### src/verilog/mcs_params.svh
// Offsets, field positions, reset values and timing for the monitor
// conversion sequencer. Definitions only; included by bare name.
`ifndef MCS_PARAMS_SVH
`define MCS_PARAMS_SVH

// ----------------------------------------------------------------
// Register offsets
// ----------------------------------------------------------------
`define MCS_OFS_STAT1     8'h00
`define MCS_OFS_LSB_A     8'h03
`define MCS_OFS_LSB_B     8'h05
`define MCS_OFS_SUP_MSB   8'h06
`define MCS_OFS_INT_MSB   8'h07
`define MCS_OFS_EXT_MSB   8'h08
`define MCS_OFS_STAT2     8'h10
`define MCS_OFS_SETUP1    8'h18
`define MCS_OFS_SETUP2    8'h19
`define MCS_OFS_LIM_BASE  8'h40
`define MCS_OFS_MASK1     8'h48
`define MCS_OFS_MASK2     8'h49

// ----------------------------------------------------------------
// Field positions
// ----------------------------------------------------------------
`define MCS_EN_BIT        0
`define MCS_POL_BIT       6
`define MCS_MODE_BIT      4
`define MCS_AVG_OFF_BIT   5

// ----------------------------------------------------------------
// Reset values
// ----------------------------------------------------------------
`define MCS_SETUP1_RST    8'h00
`define MCS_SETUP2_RST    8'h00
`define MCS_MASK_RST      8'h00
// Limits, entry 0 in low byte: int hi/lo, ext hi/lo, supply hi/lo
`define MCS_LIM_RST       48'h00FF_807F_807F

// ----------------------------------------------------------------
// Timing
// ----------------------------------------------------------------
`define MCS_CLK_NS        10
`define MCS_INT_MEAS_NS   712000
`define MCS_EXT_MEAS_NS   1510000
`define MCS_SUP_MEAS_NS   712000
`define MCS_INT_MEAS_CYC  (`MCS_INT_MEAS_NS / `MCS_CLK_NS)
`define MCS_EXT_MEAS_CYC  (`MCS_EXT_MEAS_NS / `MCS_CLK_NS)
`define MCS_SUP_MEAS_CYC  (`MCS_SUP_MEAS_NS / `MCS_CLK_NS)
`define MCS_AVG_LAST      4'hF

`endif

### src/verilog/mcs_pkg.sv
// Types of the monitor conversion sequencer.
// Constants live in mcs_params.svh.
package mcs_pkg;

	typedef enum logic [3:0] {
		ST_OFF   = 4'b0001,
		ST_HOLD  = 4'b0010,
		ST_START = 4'b0100,
		ST_WAIT  = 4'b1000
	} mcs_state_t;

	typedef enum logic [1:0] {
		CH_SUP = 2'h0,
		CH_INT = 2'h1,
		CH_EXT = 2'h2
	} mcs_chan_t;

endpackage : mcs_pkg

### src/verilog/mcs_sequencer.sv
// Conversion sequencer for a three-channel monitoring ADC: supply,
// internal and external temperature, with limits and result registers.
// Assumes the serial front end and ADC digital side share sys_clk_i.

`timescale 1ns/1ps
`include "mcs_params.svh"

module mcs_sequencer
	import mcs_pkg::*;
#(
	parameter int INT_MEAS_CYC = `MCS_INT_MEAS_CYC,
	parameter int EXT_MEAS_CYC = `MCS_EXT_MEAS_CYC,
	parameter int SUP_MEAS_CYC = `MCS_SUP_MEAS_CYC
) (
	input  wire logic       sys_clk_i,
	input  wire logic       sys_rst_i,
	input  wire logic [7:0] reg_addr_i,
	input  wire logic [7:0] reg_wdata_i,
	input  wire logic       reg_wr_i,
	input  wire logic       reg_rd_i,
	input  wire logic       serial_busy_i,
	input  wire logic [9:0] adc_data_i,
	output logic      [7:0] reg_rdata_o,
	output logic            adc_start_o,
	output logic            adc_rst_o,
	output logic      [1:0] adc_chan_o,
	output logic            ref_amp_en_o,
	output logic            int_o
);

	// ----------------------------------------------------------------
	// Configuration registers
	// ----------------------------------------------------------------
	logic [7:0] setup1;
	logic [7:0] setup2;
	logic [7:0] mask1;
	logic [7:0] mask2;
	logic [7:0] lim [6];

	wire wr_setup1 = reg_wr_i && (reg_addr_i == `MCS_OFS_SETUP1);
	wire wr_setup2 = reg_wr_i && (reg_addr_i == `MCS_OFS_SETUP2);
	wire wr_mask1  = reg_wr_i && (reg_addr_i == `MCS_OFS_MASK1);
	wire wr_mask2  = reg_wr_i && (reg_addr_i == `MCS_OFS_MASK2);

	wire mon_en     = setup1[`MCS_EN_BIT];
	wire pol_high   = setup1[`MCS_POL_BIT];
	wire single     = setup2[`MCS_MODE_BIT];
	wire avg_off    = setup2[`MCS_AVG_OFF_BIT];

	always_ff @(posedge sys_clk_i) begin
		if (sys_rst_i) begin
			setup1 <= `MCS_SETUP1_RST;
			setup2 <= `MCS_SETUP2_RST;
			mask1  <= `MCS_MASK_RST;
			mask2  <= `MCS_MASK_RST;
		end else begin
			if (wr_setup1) setup1 <= reg_wdata_i;
			if (wr_setup2) setup2 <= reg_wdata_i;
			if (wr_mask1)  mask1  <= reg_wdata_i;
			if (wr_mask2)  mask2  <= reg_wdata_i;
		end
	end

	localparam logic [47:0] LIM_RST = `MCS_LIM_RST;

	genvar gi;
	generate
		for (gi = 0; gi < 6; gi++) begin : g_lim
			wire wr_lim = reg_wr_i &&
				(reg_addr_i == `MCS_OFS_LIM_BASE + 8'(gi));
			always_ff @(posedge sys_clk_i) begin
				if (sys_rst_i)
					lim[gi] <= LIM_RST[gi*8 +: 8];
				else if (wr_lim)
					lim[gi] <= reg_wdata_i;
			end
		end
	endgenerate

	// ----------------------------------------------------------------
	// Channel choice
	// ----------------------------------------------------------------
	// Select code 00 supply, 01 internal, 10 external; 11 is reserved
	// and falls back to supply so the sequencer never stalls.
	mcs_chan_t sel_chan;
	always_comb begin
		case (setup2[1:0])
			2'h1:    sel_chan = CH_INT;
			2'h2:    sel_chan = CH_EXT;
			default: sel_chan = CH_SUP;
		endcase
	end

	mcs_chan_t cur_chan;
	mcs_chan_t rr_next;
	always_comb begin
		case (cur_chan)
			CH_SUP:  rr_next = CH_INT;
			CH_INT:  rr_next = CH_EXT;
			default: rr_next = CH_SUP;
		endcase
	end

	mcs_chan_t start_chan;
	assign start_chan = single ? sel_chan : cur_chan;

	logic [17:0] meas_len;
	always_comb begin
		case (cur_chan)
			CH_INT:  meas_len = 18'(INT_MEAS_CYC - 1);
			CH_EXT:  meas_len = 18'(EXT_MEAS_CYC - 1);
			default: meas_len = 18'(SUP_MEAS_CYC - 1);
		endcase
	end

	// ----------------------------------------------------------------
	// Sequencer
	// ----------------------------------------------------------------
	mcs_state_t  state;
	mcs_state_t  next_state;
	logic [17:0] timer;
	logic [3:0]  avg_cnt;
	logic [13:0] acc;

	wire meas_done = (state == ST_WAIT) && (timer == 18'h0);
	wire avg_on    = single && !avg_off && (cur_chan != CH_SUP);
	wire avg_last  = (avg_cnt == `MCS_AVG_LAST);
	wire commit    = meas_done && (!avg_on || avg_last);
	mcs_chan_t   next_chan;
	assign next_chan = (commit && !single) ? rr_next : start_chan;

	always_comb begin
		next_state = state;
		case (state)
			ST_OFF:   if (mon_en) next_state = ST_START;
			ST_HOLD:  if (!serial_busy_i)
				next_state = mon_en ? ST_START : ST_OFF;
			ST_START: next_state = ST_WAIT;
			ST_WAIT:  if (meas_done) next_state = ST_START;
			default:  next_state = ST_OFF;
		endcase
		if (!mon_en)
			next_state = ST_OFF;
		else if (serial_busy_i)
			next_state = ST_HOLD;
	end

	wire [13:0] acc_sum = acc + {{4{adc_data_i[9]}}, adc_data_i};
	wire [9:0]  new_val = avg_on ? acc_sum[13:4] : adc_data_i;

	always_ff @(posedge sys_clk_i) begin
		if (sys_rst_i) begin
			state    <= ST_OFF;
			cur_chan <= CH_SUP;
			timer    <= 18'h0;
		end else begin
			state <= next_state;
			if (state == ST_START)
				timer <= meas_len;
			else if (state == ST_WAIT && timer != 18'h0)
				timer <= timer - 18'h1;
			// Set on entry so adc_chan_o is right during the start pulse
			if (next_state == ST_START)
				cur_chan <= next_chan;
		end
	end

	// Partial averages are dropped on abort so a result never mixes
	// samples from before and after a serial access.
	always_ff @(posedge sys_clk_i) begin
		if (sys_rst_i || state == ST_HOLD || state == ST_OFF) begin
			avg_cnt <= 4'h0;
			acc     <= 14'h0;
		end else if (meas_done && next_state == ST_START) begin
			avg_cnt <= commit ? 4'h0 : avg_cnt + 4'h1;
			acc     <= commit ? 14'h0 : acc_sum;
		end
	end

	assign adc_start_o  = (state == ST_START);
	assign adc_rst_o    = (state == ST_HOLD);
	assign adc_chan_o   = cur_chan;
	assign ref_amp_en_o = mon_en;

	// ----------------------------------------------------------------
	// Results and limit checks
	// ----------------------------------------------------------------
	// A commit is only taken if the abort did not strike that cycle.
	wire take = commit && !serial_busy_i && mon_en;

	logic [9:0] res_sup;
	logic [9:0] res_int;
	logic [9:0] res_ext;
	logic [7:0] msb_sup;
	logic [7:0] msb_int;
	logic [7:0] msb_ext;
	logic       lock_a;
	logic       lock_b;

	wire is_int = (cur_chan == CH_INT);
	wire is_ext = (cur_chan == CH_EXT);
	wire is_sup = (cur_chan == CH_SUP);

	// Temperatures: quarter-degree twos complement, compared in degrees
	wire signed [7:0] t_deg = $signed(new_val[9:2]);
	wire [7:0] t_hi = is_int ? lim[0] : lim[2];
	wire [7:0] t_lo = is_int ? lim[1] : lim[3];
	wire t_above = t_deg >  $signed(t_hi);
	wire t_below = t_deg <= $signed(t_lo);
	// Supply: unsigned code, top eight bits against the byte limit
	wire s_above = new_val[9:2] >  lim[4];
	wire s_below = new_val[9:2] <= lim[5];

	wire rd_lsb_a = reg_rd_i && (reg_addr_i == `MCS_OFS_LSB_A);
	wire rd_lsb_b = reg_rd_i && (reg_addr_i == `MCS_OFS_LSB_B);
	wire rd_msb_a = reg_rd_i && (reg_addr_i == `MCS_OFS_SUP_MSB ||
		reg_addr_i == `MCS_OFS_INT_MSB);
	wire rd_msb_b = reg_rd_i && (reg_addr_i == `MCS_OFS_EXT_MSB);
	wire rd_stat1 = reg_rd_i && (reg_addr_i == `MCS_OFS_STAT1);
	wire rd_stat2 = reg_rd_i && (reg_addr_i == `MCS_OFS_STAT2);

	always_ff @(posedge sys_clk_i) begin
		if (sys_rst_i) begin
			res_sup <= 10'h000;
			res_int <= 10'h000;
			res_ext <= 10'h000;
			msb_sup <= 8'h00;
			msb_int <= 8'h00;
			msb_ext <= 8'h00;
		end else if (take) begin
			if (is_sup) res_sup <= new_val;
			if (is_int) res_int <= new_val;
			if (is_ext) res_ext <= new_val;
			if (is_sup && !lock_a) msb_sup <= new_val[9:2];
			if (is_int && !lock_a) msb_int <= new_val[9:2];
			if (is_ext && !lock_b) msb_ext <= new_val[9:2];
		end
	end

	// Lock only when the low byte is read first; an MSB read unlocks
	always_ff @(posedge sys_clk_i) begin
		if (sys_rst_i) begin
			lock_a <= 1'b0;
			lock_b <= 1'b0;
		end else begin
			if (rd_msb_a)      lock_a <= 1'b0;
			else if (rd_lsb_a) lock_a <= 1'b1;
			if (rd_msb_b)      lock_b <= 1'b0;
			else if (rd_lsb_b) lock_b <= 1'b1;
		end
	end

	// ----------------------------------------------------------------
	// Alarm flags
	// ----------------------------------------------------------------
	logic [7:0] stat1;
	logic [7:0] stat2;

	wire [7:0] set1 = {4'h0,
		take && is_ext && t_below && !mask1[3],
		take && is_ext && t_above && !mask1[2],
		take && is_int && t_below && !mask1[1],
		take && is_int && t_above && !mask1[0]};
	wire [7:0] set2 = {6'h00,
		take && is_sup && s_below && !mask2[1],
		take && is_sup && s_above && !mask2[0]};

	// Clear on read; a new alarm in the read cycle survives the clear
	always_ff @(posedge sys_clk_i) begin
		if (sys_rst_i) begin
			stat1 <= 8'h00;
			stat2 <= 8'h00;
		end else begin
			stat1 <= (rd_stat1 ? 8'h00 : stat1) | set1;
			stat2 <= (rd_stat2 ? 8'h00 : stat2) | set2;
		end
	end

	wire any_alarm = (stat1 != 8'h00) || (stat2 != 8'h00);
	assign int_o = pol_high ? any_alarm : !any_alarm;

	// ----------------------------------------------------------------
	// Read data
	// ----------------------------------------------------------------
	logic [7:0] rd_mux;
	always_comb begin
		case (reg_addr_i)
			`MCS_OFS_STAT1:          rd_mux = stat1;
			`MCS_OFS_STAT2:          rd_mux = stat2;
			`MCS_OFS_LSB_A:          rd_mux = {4'h0, res_int[1:0], res_sup[1:0]};
			`MCS_OFS_LSB_B:          rd_mux = {6'h00, res_ext[1:0]};
			`MCS_OFS_SUP_MSB:        rd_mux = msb_sup;
			`MCS_OFS_INT_MSB:        rd_mux = msb_int;
			`MCS_OFS_EXT_MSB:        rd_mux = msb_ext;
			`MCS_OFS_SETUP1:         rd_mux = setup1;
			`MCS_OFS_SETUP2:         rd_mux = setup2;
			`MCS_OFS_MASK1:          rd_mux = mask1;
			`MCS_OFS_MASK2:          rd_mux = mask2;
			`MCS_OFS_LIM_BASE:       rd_mux = lim[0];
			`MCS_OFS_LIM_BASE + 8'h1: rd_mux = lim[1];
			`MCS_OFS_LIM_BASE + 8'h2: rd_mux = lim[2];
			`MCS_OFS_LIM_BASE + 8'h3: rd_mux = lim[3];
			`MCS_OFS_LIM_BASE + 8'h4: rd_mux = lim[4];
			`MCS_OFS_LIM_BASE + 8'h5: rd_mux = lim[5];
			default:                 rd_mux = 8'h00;
		endcase
	end

	always_ff @(posedge sys_clk_i) begin
		if (sys_rst_i)
			reg_rdata_o <= 8'h00;
		else if (reg_rd_i)
			reg_rdata_o <= rd_mux;
	end

endmodule : mcs_sequencer

### config.mk
export PLATFORM = sky130hd
export DESIGN_NAME = mcs_sequencer
export DESIGN_NICKNAME = d
export VERILOG_FILES = /design/src/verilog/mcs_pkg.sv /design/src/verilog/mcs_sequencer.sv
export VERILOG_INCLUDE_DIRS = /design/src /design/src/verilog
export SDC_FILE = /design/constraint.sdc
export NUM_CORES = 1
export LEC_CHECK = 0
export ABC_AREA = 1
export BUFFER_PORTS_ARGS = -buffer_cell sky130_fd_sc_hd__buf_4
export CORE_ASPECT_RATIO = 1.25
export CORE_MARGIN = 10
export CORE_UTILIZATION = 30
export CTS_BUF_LIST = sky130_fd_sc_hd__clkbuf_4 sky130_fd_sc_hd__clkbuf_8
export DETAILED_ROUTE_END_ITERATION = 16
export PLACE_DENSITY = 0.44
export SYNTH_ARGS = -nofsm -noshare
export SYNTH_HDL_FRONTEND = slang
export SYNTH_SLANG_ARGS = --single-unit
### constraint.sdc
create_clock -name sys_clk_i -period 5.3 [get_ports sys_clk_i]
set_clock_uncertainty 0.1 [all_clocks]
set_input_delay 1.59 -clock sys_clk_i [delete_from_list [all_inputs] [get_ports sys_clk_i]]
set_output_delay 1.59 -clock sys_clk_i [all_outputs]
set_load 0.03 [all_outputs]
# Word level (Yosys, flattened, before mapping)
# Memory sizes are Yosys's and may differ from the RTL's.
# Index checks and enable logic that the tools add are counted.
[totals]
ram_bits = 48
memories = 1
input_bits = 31
output_inout_bits = 14
wordCells = 188
register_bits = 130
[classes]
n_reduce_logical = 80
n_eq_ne = 26
magnitude_cmp = 4
n_bitwise = 8
n_addsub = 3
mux = 46
[mem_list]
columns = ["name", "depth", "width", "read_ports", "rd_clocked_by_memory_dff", "write_ports", "line_no", "source"]
rows = [
  ["lim", 6, 8, 6, 0, 6, "mcs_sequencer.sv:38", "logic [7:0] lim [6];"],
]
[ops]
columns = ["cell", "count"]
rows = [
  ["8-bit one-hot mux with 17 select lines", 1],
  ["8-bit two-way mux", 10],
  ["8-bit by 7-bit equality test with 1-bit output, second input constant", 8],
  ["18-bit two-way mux", 3],
  ["1-bit logical AND", 43],
  ["8-bit by 3-bit equality test with 1-bit output, second input constant", 3],
  ["8-bit by 5-bit equality test with 1-bit output, second input constant", 3],
  ["1-bit two-way mux", 21],
  ["18-bit logical NOT", 1],
  ["18-bit nonzero test", 1],
  ["18-bit by 1-bit subtractor with 18-bit output, second input constant", 1],
  ["8-bit > comparator", 2],
  ["8-bit <= comparator", 2],
  ["4-bit two-way mux", 4],
  ["8-bit nonzero test", 2],
  ["14-bit adder", 1],
  ["14-bit two-way mux", 1],
  ["2-bit AND reduction", 7],
  ["1-bit logical NOT", 13],
  ["4-bit one-hot mux with 3 select lines", 1],
  ["10-bit two-way mux", 1],
  ["4-bit by 3-bit equality test with 1-bit output, second input constant", 2],
  ["4-bit equality test, second input constant", 2],
  ["8-bit by 2-bit equality test with 1-bit output, second input constant", 1],
  ["other kinds (16)", 33],
]

# Longest topological paths before layout
[depth]
depth_word = 12
depth_mapped = 25
ltp_nobuf = 25

# Least setup slack after synthesis
# No wires, ideal clock.
[synth_path]
path_type = "input to register"
from = "input adc_data_i[0]"
to = "register stat1[1]"
stages = 22
n_path_buf = 0
slack_ps = 803
t_required_ps = 5068
setup_ps = 132
arrival_ps = 4265
path_cell_list = "ha_1 > fa_1 > a21oi_1 > o21bai_1 > nand4_1 > o211ai_1 > nand3_1 > o21ai_0 > xor2_1 > a21boi_0 > inv_1 > ha_1 > nand2_1 > inv_1 > nand2_1 > inv_1 > nand2_1 > nand3_1 > nand2_1 > nand3_1 > nand2_1 > a21oi_1"
[synth_via]
elab_chain_cells = 6
[synth_lines]
columns = ["element", "line_no", "source"]
rows = [
  ["from (decl)", "mcs_sequencer.sv:22", "input wire logic [9:0] adc_data_i,"],
  ["14-bit adder", "mcs_sequencer.sv:148", "wire [13:0] acc_sum = acc + {{4{adc_data_i[9]}}, adc_data_i};"],
  ["10-bit two-way mux", "mcs_sequencer.sv:149", "wire [9:0] new_val = avg_on ? acc_sum[13:4] : adc_data_i;"],
  ["named net new_val[8]", "mcs_sequencer.sv:149", ""],
  ["8-bit <= comparator", "mcs_sequencer.sv:209", "wire t_below = t_deg <= $signed(t_lo);"],
  ["1-bit logical AND (2 in a row)", "mcs_sequencer.sv:262", "take && is_int && t_below && !mask1[1],"],
  ["8-bit by 4-bit OR with 8-bit output", "mcs_sequencer.sv:274", "stat1 <= (rd_stat1 ? 8'h00 : stat1) | set1;"],
  ["to (signal assigned)", "mcs_sequencer.sv:274", ""],
  ["to (decl)", "mcs_sequencer.sv:256", "logic [7:0] stat1;"],
]
# The timed path passes the listed nets, and every way through them passes these cells.
# A chain may end at the register's enable or synchronous reset.

# Final worst setup path
# Same ends and word-level chain as after synthesis.

==> impl_metrics.json <==
{
  "rows": 71,
  "synth_seq_cells": 168,
  "max_stage_delay_ps": 400,
  "drv_cap": 0,
  "cts_made_buffers": 17,
  "wl_met1_um": 13810,
  "outcome": "complete, no violations",
  "final.setup.tns_ps": 0,
  "antenna_found_initial": 0,
  "die_h_um": 215.5,
  "yosysSeqAreaShare_pct": 41.92,
  "routed-wl-met3_um": 1134,
  "startpoint_type": "input pin",
  "yosys-top-cells-area": "dfxtp_1, edfxtp_1, nand2_1",
  "cts_root_buf": "clkbuf_8",
  "routed_wl_um": 32070,
  "crit_start": "adc_data_i[0]",
  "cp_slowest_cell": "fa_1",
  "gp_congestion": 0.9443,
  "synth_cell_types": 52,
  "detail_route.vias_per_cell": 4.961,
  "multi_input_area_sq_mm": 0.004539,
  "num-fill-cells": 3223,
  "avgSynthCellArea_sq_um": 7.687,
  "ctsHtreeMaxLevel": 4,
  "ys.flop_type": "dfxtp_1",
  "synth_edf_count": 48,
  "worstPathRequired_ps": 5540,
  "final_area_sq_mm": 0.01037,
  "die_area_sq_mm": 0.03800,
  "hold_buffers": 0,
  "hold_start": "mask2[3]",
  "yosysWarnings": 0,
  "relSlewSlack_pct": 29.84,
  "drt_iter0_markers": 538,
  "worst-setup-path-type": "input pin to flip-flop",
  "power_density_mw_per_mm2": 241.7,
  "die_w_um": 176.4,
  "yosys.cell_count.top_type": "nand2_1",
  "cts_tree": "built",
  "cp_max_fo": 4,
  "grt.overflow.total": 0,
  "min_path_cells": 2,
  "start_util_pct": 30.45,
  "cts_sinks": 168,
  "antenna_left": 0,
  "leakage_nw": 4.100,
  "drc_errors": 0,
  "synth.cell_area_sq_mm": 0.009170,
  "layout-drive-gt1-share_pct": 10.60,
  "rsz0062_at_grt": "no",
  "ir_drop_v": 0.0001133,
  "grt.total_usage_pct": 16.86,
  "first_global_vias": 8227,
  "clock_path_buffers": 2,
  "place.detailed.hpwl_um": 24800,
  "top_layer": "met4",
  "final_max_slew_viol_count": 0,
  "crit_top_cell": "nand2_1",
  "wl_met2_um": 16170,
  "r2r_slack_ps": 1780,
  "timing.final.crit_share_pct": 83.05,
  "clk_pin_slew_ps": 90,
  "dr_total_vias": 8216,
  "synth_top_area_share_pct": 26.20,
  "hold_viol": 0,
  "path_cells": "buf_4, ha_1, fa_1, a21oi_1, o21bai_1, nand4_1, o211ai_1, nand3_1, o21ai_0, xor2_1, a21boi_0, buf_4, inv_1, ha_1, nand2_1, inv_1, nand2_1, inv_1, nand2_1, nand3_1, nand2_1, nand3_1, nand2_1, a21oi_1",
  "place_area_sq_mm": 0.009981,
  "core_area_sq_mm": 0.03012,
  "io_buffers": 44,
  "insertion_delay_ps": 490,
  "arrival_ps": 4640,
  "synth_area_leader_cell": "dfxtp_1",
  "synthArstFlopShare_pct": 0,
  "r2r-start": "acc[0]",
  "r2r_end": "stat1[1]",
  "wl_per_cell_um": 19.37,
  "area_delta_synth_final_pct": 13.11,
  "grt_max_degree": 51,
  "worst_slew_pin_slew_ps": 1041,
  "grt_pass1_wl_um": 49420,
  "layout_min_cycle_time_ps": 4402,
  "cp-end-kind": "flip-flop",
  "final_net_count": 1318,
  "r2r_cells": 23,
  "syn_inst": 1193,
  "regArea_sq_mm": 0.003844,
  "yosys-top-cells-count": "nand2_1, inv_1, a21oi_1",
  "timing.fmax_mhz": 227.2,
  "hp-class": "flip-flop to flip-flop",
  "postCtsResizedCells": 0,
  "syn_nets": 1269,
  "postCtsSetupRepairBufs": 0,
  "setup_viol": 0,
  "firstDrtPassIters": 5,
  "whs_endpoint": "mask2[3]",
  "n_antenna_cell": 0,
  "ios": 45,
  "finish.utilization_pct": 34.44
}
metrics by stage:
step / cells / power (mW) / hold slack, ps / worst slack, ps
final: 1656 / 2.507 / 366.5 / 898.1
after global routing: 1656 / 2.614 / 388.0 / 580.4
after CTS: 1656 / 2.528 / 370.4 / 941.1
after detailed placement: 1624 / 1.587 / 354.4 / 432.9
after global placement: 1624 / 1.587 / 346.7 / 442.1
after floorplan: 1193 / 1.492 / 323.9 / 802.7
sequential cells by signal, indices dropped and copies added, names as in the netlist, 8 cells and up:
name         cells
acc             14
lim             48
mask1            8
mask2            8
msb_ext          8
msb_int          8
msb_sup          8
reg_rdata_o      8
setup1           8
setup2           8
timer           18
how the worst max path moves through the flow:
stage | cells past startpoint | end
after CTS | 21 | stat2[1]
final | 24 | stat1[1]
after global placement | 21 | stat2[1]
after global routing | 24 | stat1[1]
after detailed placement | 21 | stat2[1]
after floorplan | 22 | stat1[1]
where the power goes:
group	internal (mW)	switching, mW
Sequential	1.34	0.0127
Clock	0.402	0.547
Combinational	0.0665	0.140
cells in the final DEF, fill, tap and decap left out, types with 3 or more instances in the layout:
| cell | instances |
|---|---|
| nor3_1 | 18 |
| nor4_1 | 6 |
| inv_1 | 165 |
| inv_2 | 5 |
| mux2i_1 | 5 |
| ha_1 | 44 |
| or2_2 | 7 |
| nand4_1 | 25 |
| o21ai_0 | 105 |
| inv_6 | 3 |
| o211ai_1 | 3 |
| o22ai_1 | 14 |
| nand3_1 | 55 |
| o2111ai_1 | 4 |
| clkbuf_8 | 18 |
| nor2_2 | 6 |
| buf_4 | 60 |
| edfxtp_1 | 48 |
| a221oi_1 | 18 |
| xor2_1 | 10 |
| nand2_1 | 199 |
| nor2_4 | 4 |
| nand2_2 | 5 |
| clkinv_4 | 4 |
| dfxtp_1 | 120 |
| a211oi_1 | 13 |
| nor2_1 | 118 |
| clkinvlp_4 | 3 |
| a21boi_0 | 3 |
| a21oi_1 | 122 |
| a311oi_1 | 4 |
| xnor2_1 | 3 |
| nor3_2 | 3 |
| a31oi_1 | 3 |
cell families (layout without fill, tap and decap cells):
family	Yosys count	count (layout)	synth area share (%)
and+or+nand+nor	456	456	22.53
AOI/OAI and AO/OA	304	304	18.97
buffers and inverters	202	264	8.582
DFF	168	168	41.92
adders and majority gates	45	45	6.222
xor gates and xnor gates	13	13	1.242
muxes	5	5	0.5458
critical path: cells and delay by family:
family / cells / cell delay [ps]
and+or+nand+nor: 9 / 750
adders and majority gates: 3 / 930
xor gates and xnor gates: 1 / 160
buffers and inverters: 5 / 450
AOI/OAI and AO/OA: 6 / 760
per-layer routing:
layer	vias up	global-route usage, %
met4	0	6.511
met5	-	0
met3	40	2.707
met1	3857	20.30
li1	4160	-
met2	159	29.30
area by class of cell:
| class | count | area share (%) |
|---|---|---|
| flip-flops and latches | 168 | 37.06 |
| clock buffers | 19 | 2.461 |
| clock inverters | 13 | 1.315 |
| repair buffers | 60 | 4.343 |
| multi-input cells | 823 | 43.76 |
| well taps | 401 | 4.837 |
| inverters | 172 | 6.224 |
(Power assumes the default switching activity.)
